--- src/include/wmsd_map.vh ---
/*
 * Offsets, fields, resets and timing counts of the weigh block.
 * Assumes a 50 ns clock.
 */
`ifndef WMSD_MAP_VH
`define WMSD_MAP_VH

`define WMSD_CLK_PERIOD_NS 50
`define WMSD_FLOW_PERIOD_MS 20
`define WMSD_REPORT_PERIOD_MS 100
`define WMSD_FLOW_CYC ((`WMSD_FLOW_PERIOD_MS * 1000000) / `WMSD_CLK_PERIOD_NS)
`define WMSD_REPORT_CYC ((`WMSD_REPORT_PERIOD_MS * 1000000) / `WMSD_CLK_PERIOD_NS)
`define WMSD_SELFTEST_CYC 16

`define WMSD_OFS_STATUS4 8'h00
`define WMSD_OFS_WEIGHT 8'h04
`define WMSD_OFS_FLOW 8'h08
`define WMSD_OFS_TARE 8'h0C
`define WMSD_OFS_ZERO_MEM 8'h10
`define WMSD_OFS_CMD 8'h14
`define WMSD_OFS_PROT_CFG 8'h18
`define WMSD_OFS_OPER_CFG 8'h1C
`define WMSD_OFS_HIGH_CUT 8'h20
`define WMSD_OFS_LOW_CUT 8'h24
`define WMSD_OFS_DIAG 8'h28
`define WMSD_OFS_TASK 8'h2C

`define WMSD_CMD_TARE 8'h01
`define WMSD_CMD_ZERO 8'h02
`define WMSD_CMD_CALIB 8'h03
`define WMSD_CMD_GROSS 8'h04

`define WMSD_PROT_RESET 32'h0001_0101
`define WMSD_OPER_RESET 32'h0000_0000

`define WMSD_ST4_HIGH 0
`define WMSD_ST4_LOW 1
`define WMSD_ST4_SEALED 4
`define WMSD_ST4_NET 8
`define WMSD_ST4_STABLE 9
`define WMSD_ST4_ZRANGE 10
`define WMSD_ST4_ZTRACK 11
`define WMSD_ST4_PRETARE 12

`define WMSD_PROT_UNIT_LSB 0
`define WMSD_PROT_ZTRACK 3
`define WMSD_PROT_DEC_LSB 4
`define WMSD_PROT_ZRANGE_LSB 8
`define WMSD_PROT_DIV_LSB 16

`define WMSD_OPER_THR_EN 0
`define WMSD_OPER_DIR 1
`define WMSD_OPER_ACT_LSB 2
`define WMSD_OPER_NFLOW_LSB 8
`define WMSD_OPER_MASK_LSB 16

`define WMSD_FRAME_LAST 4'd13

`endif

--- src/rtl/wmsd_top.v ---
/*
 * Weigh module status, seal and report logic.
 * Assumes a 20 MHz REF_CLK and synchronous inputs;
 * DISP_DATA is drained under valid/ready.
 */
// Notes on behaviour
// - flow every 20 ms
// - report every 100 ms
// - report marks, value, unit
// - fault shows dashes
// - overload >, underload <
// - link tested at power-up
// - self-test fail: outputs low
// - malfunction: outputs low, dashes
// - tare, zero, task kept; oper cfg and cuts lost
// - zero memory sums offsets
// - sealed: protected read-only
// - open params writable
// - status bit 4 is seal
// - sealed: refuse, hide, report
// - sealed: no calibration
// - status bit layout
`include "wmsd_map.vh"
`timescale 1ns/1ps
`default_nettype none

module wmsd_fifo #(
    parameter WIDTH = 8,
    parameter DEPTH = 32,
    parameter AW = 5
) (
    input wire clk,
    input wire rst_n,
    input wire [WIDTH-1:0] in_data,
    input wire in_valid,
    output wire in_ready,
    output wire [WIDTH-1:0] out_data,
    output wire out_valid,
    input wire out_ready
);
    reg [WIDTH-1:0] mem [0:DEPTH-1];
    reg [AW-1:0] wr_q;
    reg [AW-1:0] rd_q;
    reg [AW:0] cnt_q;
    wire push = in_valid && in_ready;
    wire pop = out_valid && out_ready;

    assign in_ready = (cnt_q != DEPTH[AW:0]);
    assign out_valid = (cnt_q != {(AW+1){1'b0}});
    assign out_data = mem[rd_q];

    always @(posedge clk) begin
        if (push) begin
            mem[wr_q] <= in_data;
        end
    end

    always @(posedge clk or negedge rst_n) begin
        if (!rst_n) begin
            wr_q <= {AW{1'b0}};
            rd_q <= {AW{1'b0}};
            cnt_q <= {(AW+1){1'b0}};
        end else begin
            if (push) begin
                wr_q <= (wr_q == DEPTH[AW-1:0] - 1'b1) ? {AW{1'b0}} : wr_q + 1'b1;
            end
            if (pop) begin
                rd_q <= (rd_q == DEPTH[AW-1:0] - 1'b1) ? {AW{1'b0}} : rd_q + 1'b1;
            end
            if (push && !pop) begin
                cnt_q <= cnt_q + 1'b1;
            end else if (pop && !push) begin
                cnt_q <= cnt_q - 1'b1;
            end
        end
    end
endmodule // wmsd_fifo

module wmsd_top #(
    parameter FLOW_CYC = `WMSD_FLOW_CYC,
    parameter REPORT_CYC = `WMSD_REPORT_CYC,
    parameter FIFO_DEPTH = 32
) (
    input wire REF_CLK,
    input wire RSTN,
    input wire [7:0] REG_ADDR,
    input wire [31:0] REG_WDATA,
    input wire REG_WR,
    input wire REG_RD,
    output reg [31:0] REG_RDATA,
    input wire [23:0] WEIGHT_RAW,
    input wire STABLE_IN,
    input wire OVERLOAD_IN,
    input wire UNDERLOAD_IN,
    input wire CHANNEL_FAULT_IN,
    input wire SEAL_JUMPER,
    input wire ROM_TEST_OK,
    input wire RAM_TEST_OK,
    input wire DISP_LINK_OK,
    input wire MALFUNCTION,
    input wire PWR_RESTORE,
    output reg HIGH_FLOW_OUT,
    output reg LOW_FLOW_OUT,
    output wire DIAG_PRESENT,
    output wire [7:0] DISP_DATA,
    output wire DISP_VALID,
    input wire DISP_READY
);
    localparam ST_TEST = 3'b001;
    localparam ST_RUN = 3'b010;
    localparam ST_FALL = 3'b100;

    function [23:0] wmsd_abs;
        input [23:0] v;
        begin
            wmsd_abs = v[23] ? (~v + 24'h000001) : v;
        end
    endfunction

    function [23:0] wmsd_bcd6;
        input [23:0] mag;
        reg [19:0] bin;
        reg [23:0] bcd;
        integer i;
        integer j;
        begin
            bin = (mag > 24'h0F423F) ? 20'hF423F : mag[19:0];
            bcd = 24'h000000;
            for (i = 19; i >= 0; i = i - 1) begin
                for (j = 0; j < 6; j = j + 1) begin
                    if (bcd[j*4 +: 4] > 4'h4) begin
                        bcd[j*4 +: 4] = bcd[j*4 +: 4] + 4'h3;
                    end
                end
                bcd = {bcd[22:0], bin[i]};
            end
            wmsd_bcd6 = bcd;
        end
    endfunction

    reg [2:0] state_q;
    reg [4:0] test_cnt_q;
    reg sealed_q;
    reg malf_q;
    reg [31:0] prot_q;
    reg [31:0] oper_q;
    reg [31:0] task_q;
    reg [23:0] high_cut_q;
    reg [23:0] low_cut_q;
    reg [23:0] tare_q;
    reg [23:0] zero_mem_q;
    reg net_q;
    reg pretare_q;
    reg uncal_q;
    reg refused_q;
    reg cal_rej_q;
    reg [31:0] flow_tmr_q;
    reg [7:0] flow_per_q;
    reg [23:0] win_start_q;
    reg [23:0] flow_q;
    reg [7:0] mask_cnt_q;
    reg thr_en_q;
    reg [31:0] rep_tmr_q;
    reg busy_q;
    reg [3:0] idx_q;
    reg [7:0] sum_q;
    reg fr_stab_q;
    reg fr_net_q;
    reg [7:0] fr_sign_q;
    reg [1:0] fr_kind_q;
    reg [23:0] fr_bcd_q;
    reg [2:0] fr_unit_q;
    reg [1:0] fr_dec_q;
    reg [7:0] byte_d;
    reg [7:0] fchar;
    reg [2:0] k;
    reg [2:0] p;

    wire [23:0] gross = WEIGHT_RAW - zero_mem_q;
    wire [23:0] shown = net_q ? gross - tare_q : gross;
    wire [23:0] shown_mag = wmsd_abs(shown);
    wire in_zrange = wmsd_abs(gross) <= {16'h0000, prot_q[`WMSD_PROT_ZRANGE_LSB +: 8]};
    wire near_zero = shown_mag < {16'h0000, prot_q[`WMSD_PROT_DIV_LSB +: 8]};
    wire failed = (state_q != ST_RUN);
    wire flow_tick = (flow_tmr_q == FLOW_CYC - 1);
    wire rep_tick = (rep_tmr_q == REPORT_CYC - 1);
    wire [7:0] nflow = (oper_q[`WMSD_OPER_NFLOW_LSB +: 8] == 8'h00) ? 8'h01 :
        oper_q[`WMSD_OPER_NFLOW_LSB +: 8];
    wire wr_cmd = REG_WR && (REG_ADDR == `WMSD_OFS_CMD);
    wire [7:0] cmd = REG_WDATA[7:0];
    wire fifo_ready;
    wire push = busy_q && fifo_ready;
    wire [15:0] status4 = {3'b000, pretare_q, prot_q[`WMSD_PROT_ZTRACK], in_zrange,
        STABLE_IN, net_q, 3'b000, sealed_q, 2'b00, LOW_FLOW_OUT, HIGH_FLOW_OUT};

    assign DIAG_PRESENT = !refused_q;

    // self-test and fallback
    always @(posedge REF_CLK or negedge RSTN) begin
        if (!RSTN) begin
            state_q <= ST_TEST;
            test_cnt_q <= 5'h00;
            sealed_q <= 1'b0;
            malf_q <= 1'b0;
        end else begin
            case (state_q)
                ST_TEST: begin
                    sealed_q <= SEAL_JUMPER;
                    test_cnt_q <= test_cnt_q + 5'h01;
                    if (test_cnt_q == `WMSD_SELFTEST_CYC - 1) begin
                        if (ROM_TEST_OK && RAM_TEST_OK && DISP_LINK_OK) begin
                            state_q <= ST_RUN;
                        end else begin
                            state_q <= ST_FALL;
                        end
                    end
                end
                ST_RUN: begin
                    if (MALFUNCTION) begin
                        malf_q <= 1'b1;
                        state_q <= ST_FALL;
                    end
                end
                ST_FALL: begin
                    state_q <= ST_FALL;
                end
                default: begin
                    state_q <= ST_FALL;
                end
            endcase
        end
    end

    // machine params
    always @(posedge REF_CLK or negedge RSTN) begin
        if (!RSTN) begin
            prot_q <= `WMSD_PROT_RESET;
            tare_q <= 24'h000000;
            zero_mem_q <= 24'h000000;
            net_q <= 1'b0;
            pretare_q <= 1'b0;
            uncal_q <= 1'b1;
            refused_q <= 1'b0;
            cal_rej_q <= 1'b0;
        end else begin
            if (REG_WR && REG_ADDR == `WMSD_OFS_PROT_CFG) begin
                if (!sealed_q) begin
                    prot_q <= REG_WDATA;
                end else if (REG_WDATA != prot_q) begin
                    refused_q <= 1'b1;
                end
            end
            if (REG_WR && REG_ADDR == `WMSD_OFS_TARE) begin
                tare_q <= REG_WDATA[23:0];
                net_q <= 1'b1;
                pretare_q <= 1'b1;
            end
            if (wr_cmd) begin
                cal_rej_q <= (cmd == `WMSD_CMD_CALIB) && sealed_q;
                case (cmd)
                    `WMSD_CMD_TARE: begin
                        tare_q <= gross;
                        net_q <= 1'b1;
                        pretare_q <= 1'b0;
                    end
                    `WMSD_CMD_ZERO: begin
                        zero_mem_q <= zero_mem_q + gross;
                    end
                    `WMSD_CMD_CALIB: begin
                        if (!sealed_q) begin
                            zero_mem_q <= 24'h000000;
                            uncal_q <= 1'b0;
                        end
                    end
                    `WMSD_CMD_GROSS: begin
                        net_q <= 1'b0;
                    end
                    default: begin
                        net_q <= net_q;
                    end
                endcase
            end
        end
    end

    // operating params
    always @(posedge REF_CLK or negedge RSTN) begin
        if (!RSTN) begin
            oper_q <= `WMSD_OPER_RESET;
            task_q <= 32'h0000_0000;
            high_cut_q <= 24'h000000;
            low_cut_q <= 24'h000000;
        end else if (PWR_RESTORE) begin
            oper_q <= `WMSD_OPER_RESET;
            high_cut_q <= 24'h000000;
            low_cut_q <= 24'h000000;
        end else if (REG_WR) begin
            case (REG_ADDR)
                `WMSD_OFS_OPER_CFG: oper_q <= REG_WDATA;
                `WMSD_OFS_TASK: task_q <= REG_WDATA;
                `WMSD_OFS_HIGH_CUT: high_cut_q <= REG_WDATA[23:0];
                `WMSD_OFS_LOW_CUT: low_cut_q <= REG_WDATA[23:0];
                default: task_q <= task_q;
            endcase
        end
    end

    // flow and thresholds
    always @(posedge REF_CLK or negedge RSTN) begin
        if (!RSTN) begin
            flow_tmr_q <= 32'h0000_0000;
            flow_per_q <= 8'h00;
            win_start_q <= 24'h000000;
            flow_q <= 24'h000000;
            mask_cnt_q <= 8'h00;
            thr_en_q <= 1'b0;
            HIGH_FLOW_OUT <= 1'b0;
            LOW_FLOW_OUT <= 1'b0;
        end else begin
            flow_tmr_q <= flow_tick ? 32'h0000_0000 : flow_tmr_q + 32'h0000_0001;
            thr_en_q <= oper_q[`WMSD_OPER_THR_EN];
            if (oper_q[`WMSD_OPER_THR_EN] && !thr_en_q) begin
                mask_cnt_q <= oper_q[`WMSD_OPER_MASK_LSB +: 8];
            end else if (flow_tick && mask_cnt_q != 8'h00) begin
                mask_cnt_q <= mask_cnt_q - 8'h01;
            end
            if (flow_tick) begin
                if (flow_per_q + 8'h01 >= nflow) begin
                    flow_per_q <= 8'h00;
                    flow_q <= gross - win_start_q;
                    win_start_q <= gross;
                end else begin
                    flow_per_q <= flow_per_q + 8'h01;
                end
            end
            if (failed || !oper_q[`WMSD_OPER_THR_EN] || mask_cnt_q != 8'h00) begin
                HIGH_FLOW_OUT <= 1'b0;
                LOW_FLOW_OUT <= 1'b0;
            end else begin
                HIGH_FLOW_OUT <= oper_q[`WMSD_OPER_ACT_LSB] &&
                    (oper_q[`WMSD_OPER_DIR] ? ($signed(shown) > $signed(high_cut_q)) :
                    ($signed(shown) < $signed(high_cut_q)));
                LOW_FLOW_OUT <= oper_q[`WMSD_OPER_ACT_LSB + 1] &&
                    (oper_q[`WMSD_OPER_DIR] ? ($signed(shown) > $signed(low_cut_q)) :
                    ($signed(shown) < $signed(low_cut_q)));
            end
        end
    end

    // register reads
    always @(posedge REF_CLK or negedge RSTN) begin
        if (!RSTN) begin
            REG_RDATA <= 32'h0000_0000;
        end else if (REG_RD) begin
            case (REG_ADDR)
                `WMSD_OFS_STATUS4: REG_RDATA <= {16'h0000, status4};
                `WMSD_OFS_WEIGHT: REG_RDATA <= {{8{shown[23]}}, shown};
                `WMSD_OFS_FLOW: REG_RDATA <= {{8{flow_q[23]}}, flow_q};
                `WMSD_OFS_TARE: REG_RDATA <= {{8{tare_q[23]}}, tare_q};
                `WMSD_OFS_ZERO_MEM: REG_RDATA <= {{8{zero_mem_q[23]}}, zero_mem_q};
                `WMSD_OFS_PROT_CFG: REG_RDATA <= prot_q;
                `WMSD_OFS_OPER_CFG: REG_RDATA <= oper_q;
                `WMSD_OFS_HIGH_CUT: REG_RDATA <= {8'h00, high_cut_q};
                `WMSD_OFS_LOW_CUT: REG_RDATA <= {8'h00, low_cut_q};
                `WMSD_OFS_DIAG: REG_RDATA <= {24'h000000, malf_q, state_q, uncal_q,
                    cal_rej_q, refused_q, sealed_q};
                `WMSD_OFS_TASK: REG_RDATA <= task_q;
                default: REG_RDATA <= 32'h0000_0000;
            endcase
        end else begin
            REG_RDATA <= 32'h0000_0000;
        end
    end

    // report framing
    always @(posedge REF_CLK or negedge RSTN) begin
        if (!RSTN) begin
            rep_tmr_q <= 32'h0000_0000;
            busy_q <= 1'b0;
            idx_q <= 4'h0;
            sum_q <= 8'h00;
            fr_stab_q <= 1'b0;
            fr_net_q <= 1'b0;
            fr_sign_q <= 8'h20;
            fr_kind_q <= 2'b00;
            fr_bcd_q <= 24'h000000;
            fr_unit_q <= 3'b000;
            fr_dec_q <= 2'b00;
        end else begin
            rep_tmr_q <= rep_tick ? 32'h0000_0000 : rep_tmr_q + 32'h0000_0001;
            if (rep_tick && !busy_q && state_q != ST_TEST) begin
                busy_q <= 1'b1;
                idx_q <= 4'h0;
                sum_q <= 8'h00;
                fr_stab_q <= STABLE_IN;
                fr_net_q <= net_q;
                fr_sign_q <= near_zero ? 8'h6F : (shown[23] ? 8'h2D : 8'h2B);
                fr_kind_q <= (failed || CHANNEL_FAULT_IN) ? 2'd1 :
                    OVERLOAD_IN ? 2'd2 : (UNDERLOAD_IN ? 2'd3 : 2'd0);
                fr_bcd_q <= wmsd_bcd6(shown_mag);
                fr_unit_q <= prot_q[`WMSD_PROT_UNIT_LSB +: 3];
                fr_dec_q <= prot_q[`WMSD_PROT_DEC_LSB +: 2];
            end else if (push) begin
                sum_q <= sum_q + byte_d;
                idx_q <= idx_q + 4'h1;
                if (idx_q == `WMSD_FRAME_LAST) begin
                    busy_q <= 1'b0;
                end
            end
        end
    end

    // frame byte
    always @* begin
        k = 3'd0;
        p = 3'd6 - {1'b0, fr_dec_q};
        fchar = 8'h20;
        byte_d = 8'h20;
        if (idx_q >= 4'd3 && idx_q <= 4'd9) begin
            k = idx_q[2:0] - 3'd3;
            if (idx_q == 4'd3) begin
                k = 3'd0;
            end
            if (fr_dec_q != 2'b00 && k == p) begin
                fchar = 8'h2E;
            end else if (fr_dec_q != 2'b00 && k > p) begin
                fchar = 8'h30 + {4'h0, fr_bcd_q[(6 - k) * 4 +: 4]};
            end else if (k < 3'd6) begin
                fchar = 8'h30 + {4'h0, fr_bcd_q[(5 - k) * 4 +: 4]};
            end
            case (fr_kind_q)
                2'd1: fchar = 8'h2D;
                2'd2: fchar = 8'h3E;
                2'd3: fchar = 8'h3C;
                default: fchar = fchar;
            endcase
        end
        case (idx_q)
            4'd0: byte_d = fr_stab_q ? 8'h3D : 8'h20;
            4'd1: byte_d = fr_net_q ? 8'h4E : 8'h20;
            4'd2: byte_d = fr_sign_q;
            4'd10: byte_d = (fr_unit_q == 3'd0) ? 8'h67 : (fr_unit_q == 3'd1) ? 8'h6B :
                (fr_unit_q == 3'd2) ? 8'h6C : (fr_unit_q == 3'd3) ? 8'h6F : 8'h74;
            4'd11: byte_d = (fr_unit_q == 3'd1) ? 8'h67 : (fr_unit_q == 3'd2) ? 8'h62 :
                (fr_unit_q == 3'd3) ? 8'h7A : 8'h20;
            4'd12: byte_d = ~sum_q + 8'h01;
            4'd13: byte_d = 8'h0D;
            default: byte_d = fchar;
        endcase
    end

    wmsd_fifo #(
        .WIDTH(8),
        .DEPTH(FIFO_DEPTH),
        .AW(5)
    ) u_fifo (
        .clk(REF_CLK),
        .rst_n(RSTN),
        .in_data(byte_d),
        .in_valid(busy_q),
        .in_ready(fifo_ready),
        .out_data(DISP_DATA),
        .out_valid(DISP_VALID),
        .out_ready(DISP_READY)
    );
endmodule // wmsd_top

`default_nettype wire
--- config.mk ---
export PLATFORM = sky130hd
export DESIGN_NAME = wmsd_top
export DESIGN_NICKNAME = d
export VERILOG_FILES = /design/src/rtl/wmsd_top.v
export VERILOG_INCLUDE_DIRS = /design/src /design/src/include
export SDC_FILE = /design/constraint.sdc
export NUM_CORES = 2
export LEC_CHECK = 0
export BUFFER_PORTS_ARGS = -buffer_cell sky130_fd_sc_hd__buf_2
export CELL_PAD_IN_SITES_DETAIL_PLACEMENT = 0
export CELL_PAD_IN_SITES_GLOBAL_PLACEMENT = 1
export CORE_MARGIN = 2
export CORE_UTILIZATION = 30
export CTS_BUF_LIST = sky130_fd_sc_hd__clkbuf_16
export DETAILED_ROUTE_END_ITERATION = 7
export PLACE_DENSITY = 0.58
export SYNTH_ARGS = -nofsm -noshare
export SYNTH_HDL_FRONTEND = slang
export SYNTH_SLANG_ARGS = --single-unit
--- constraint.sdc ---
create_clock -name REF_CLK -period 48.6 [get_ports REF_CLK]
set_clock_uncertainty 0.05 [all_clocks]
set_input_delay 2.43 -clock REF_CLK [delete_from_list [all_inputs] [get_ports REF_CLK]]
set_output_delay 2.43 -clock REF_CLK [all_outputs]
set_load 0.03 [all_outputs]
==> impl_results.md <==
- Status: completed
- Register area share after synthesis: 40.00%
- Crit-path most repeated cell: ha_1
- DR iter-0 viols: 3322
- Hold EP: test_cnt_q[3]
- Count of cell types in the netlist: 134
- # IOs: ~120
- CTS root buffer: clkbuf_16
- Core box area: about 150000 µm²
- # resized after CTS: 0
- Final setup vio count: 0
- Row count: 144
- Die H: between 300 and 400 µm
- RSZ-0062 raised after global routing: no
- Worst hold slack: approximately 0.42 ns
- Initial Util: 30.19%
- Worst EP arrival: 24.77 ns
- Mean Syn Cell Area: 9.533 µm²
- Port-buffer cells: 122
- DRC viols: 0
- Slowest stage cell, crit path: nor3_1
- RePlAce Congestion: 0.9080
- Filler cells: approximately 16000
- Multi-input logic area: 26100 µm²
- RR Startpoint: zero_mem_q[0]
- All-Layer GR Usage: between 20% and 30%
- Register area: 18610 µm²
- DP Worst Slack: 23.93 ns
- Skew-Pair Late Insertion Delay: 0.70 ns
- Hold Crit Start: test_cnt_q[3]
- Die X: approximately 400 µm
- Final net count: 5267
- Startpoint types: input port
- Minimum clock period: 24.18 ns
- Area contributors post-synth: dfrtp_1, edfxtp_1, ha_1, nand2_1, mux4_2
- Total CTS buffers: slightly above 80
- CTS HTree Levels: 3
- Reg2reg setup slack: 25.72 ns
- Most common cell after layout, fill and taps aside: nand2_1
- Setup Fix Bufs, Post-CTS: 0
- Vias in the first global route: 37620
- CTS max path bufs: 3
- Critical path class: in2reg
- Worst EP required: between 40 and 50 ns
- Post-synth top flop: dfrtp_1
- Max-cap violations: 0
- Post-DP HPWL: 121.6 mm
- Post-synth EDFFs: 256
- Initial antenna violation count: 9
- Netlist Area Pre-Place: 46510 µm²
- Final ANT Viol Nets: 0
- Vias per std cell: 5.463
- Mapped Cells: 4879
- Cells on Worst Hold Path: 1
- Worst-Margin Slew: 1.228 ns
- TritonCTS Sinks: 692
- Max Slew Vio Count: 0
- R2R depth: 79
- Clock transition at path regs: 0.06 ns
- Layout area overhead: 12.49%
- Maximum clock rate: about 41 MHz
- Final hold violations: 0
- Die ar.: 158200 µm²
- Fraction of layout instances using a drive strength above 1: approximately 13%
- Fraction of registers with async set or reset after synthesis: between 60% and 70%
- Leading area contributor after synthesis: dfrtp_1
- Met3 Track Usage GR: 2.831%
- Grt met1 use: 30.14%
- Hold crit path type: reg2reg
- CTS tree: done
- Yosys warning count: 0
- Setup TNS: 0 ns
- DR WL/cell: 23.42 µm
- Met2 Use GR: 31.07%
- First-pass GRT wire length: 248.9 mm
- Slew Limit Headroom: 16.86%
- Reg2reg end: fr_bcd_q[6]
- Flops & latches, synth: 692
- Final WS setup: ~24 ns
- GR peak layer: met2
- Crit path largest cell delay: 0.96 ns
- Largest net degree at the start of global routing: 91
- Crit share post-route: 49.76%
- Critical path fanouts, max: 31
- Most frequent cells in the layout: nand2_1, dfrtp_1, a21oi_1
- DRT Pass-1 Iters: 6
- Via count: 38540
- Proportion of netlist area held by the largest area contributor: approximately 23%
- Cts hold-fix bufs: 0
- Gr ovfl total: 0
- CP Capture Type: register
- Drt total wl: ~170 mm
## per-stage QoR
step / utilization, % / std cells / area [µm²]
final: 33.96 / 7055 / 52320
after global routing: 33.96 / 7053 / 52320
after CTS: 33.96 / 7053 / 52320
after detailed placement: 32.15 / 6901 / 49530
after global placement: 32.15 / 6901 / 49530
after floorplan: - / 4881 / 46520
## layer usage
| metal | vias up | wire length, µm |
|---|---|---|
| met2 | 1067 | 71850 |
| li1 | 18210 | - |
| met1 | 19060 | 78970 |
| met5 | - | 36 |
| met3 | 206 | 9080 |
| met4 | 6 | 5279 |
## critical path, delay by kind of cell
family / cells / cell delay (ns)
AOI/OAI and AO/OA: 27 / 7.72
and+or+nand+nor: 21 / 5.65
adders and majority gates: 14 / 4.59
buffers and inverters: 11 / 2.28
xor gates and xnor gates: 7 / 1.71
muxes: 1 / 0.31
## flip-flops by register name, indices dropped and copies added (netlist names), 4 cells and up
| register | flops |
|---|---|
| task_q | 32 |
| rep_tmr_q | 32 |
| low_cut_q | 24 |
| u_fifo.rd_q | 5 |
| fr_bcd_q | 24 |
| flow_tmr_q | 32 |
| oper_q | 32 |
| zero_mem_q | 24 |
| sum_q | 8 |
| mask_cnt_q | 8 |
| u_fifo.wr_q | 5 |
| win_start_q | 24 |
| prot_q | 32 |
| u_fifo.cnt_q | 6 |
| u_fifo.mem | 256 |
| tare_q | 24 |
| REG_RDATA | 32 |
| fr_sign_q | 4 |
| idx_q | 4 |
| flow_q | 24 |
| test_cnt_q | 5 |
| flow_per_q | 8 |
| high_cut_q | 24 |
## cells by family (layout without fill, tap and decap cells)
group	count (synthesis)	in the layout	synth area share (%)
AO/OA/AOI/OAI	1352	1352	19.79
XOR/XNOR	262	262	5.039
adder cells (fa/ha/maj)	253	253	6.865
buffers and inverters	490	618	4.084
flip-flops	692	692	40.00
multiplexers	271	271	8.404
other	1	5	0.008063
AND/OR/NAND/NOR	1558	1558	15.80
## how the worst max path moves through the flow
stage                       end     startpoint  depth (start not counted)
detailed placement  fr_bcd_q[6]  WEIGHT_RAW[0]                         81
global placement    fr_bcd_q[6]  WEIGHT_RAW[0]                         81
finish              fr_bcd_q[6]  WEIGHT_RAW[0]                         81
CTS                 fr_bcd_q[6]  WEIGHT_RAW[0]                         81
floorplan           fr_bcd_q[6]  WEIGHT_RAW[0]                         93
global route        fr_bcd_q[6]  WEIGHT_RAW[0]                         81
## synthesized netlist by cell type (all sizes together) (38+ instances only)
library cell	n
a211oi	43
a21o	62
a21oi	358
a222oi	46
a22oi	55
a31oi	49
buf	45
clkbuf	194
dfrtp	431
edfxtp	256
ha	240
inv	248
mux2	109
mux2i	82
mux4	80
nand2	596
nand2b	51
nand3	157
nand4	61
nor2	311
nor2b	38
nor3	113
nor4	47
o211ai	44
o21ai	327
o21bai	44
xnor2	166
xor2	96
## final cells by class
class	instances	share of cell area, %
multi-input combinational	3699	49.88
tap	2044	4.888
timing repair buffer	215	2.521
sequential	692	35.57
clock inverter	69	1.351
antenna	2	0.009566
inverter	251	1.810
clock buffer	83	3.970
Power is not shown: default switching activity piles up to over one toggle a cycle in this logic, so the estimate is an artifact.
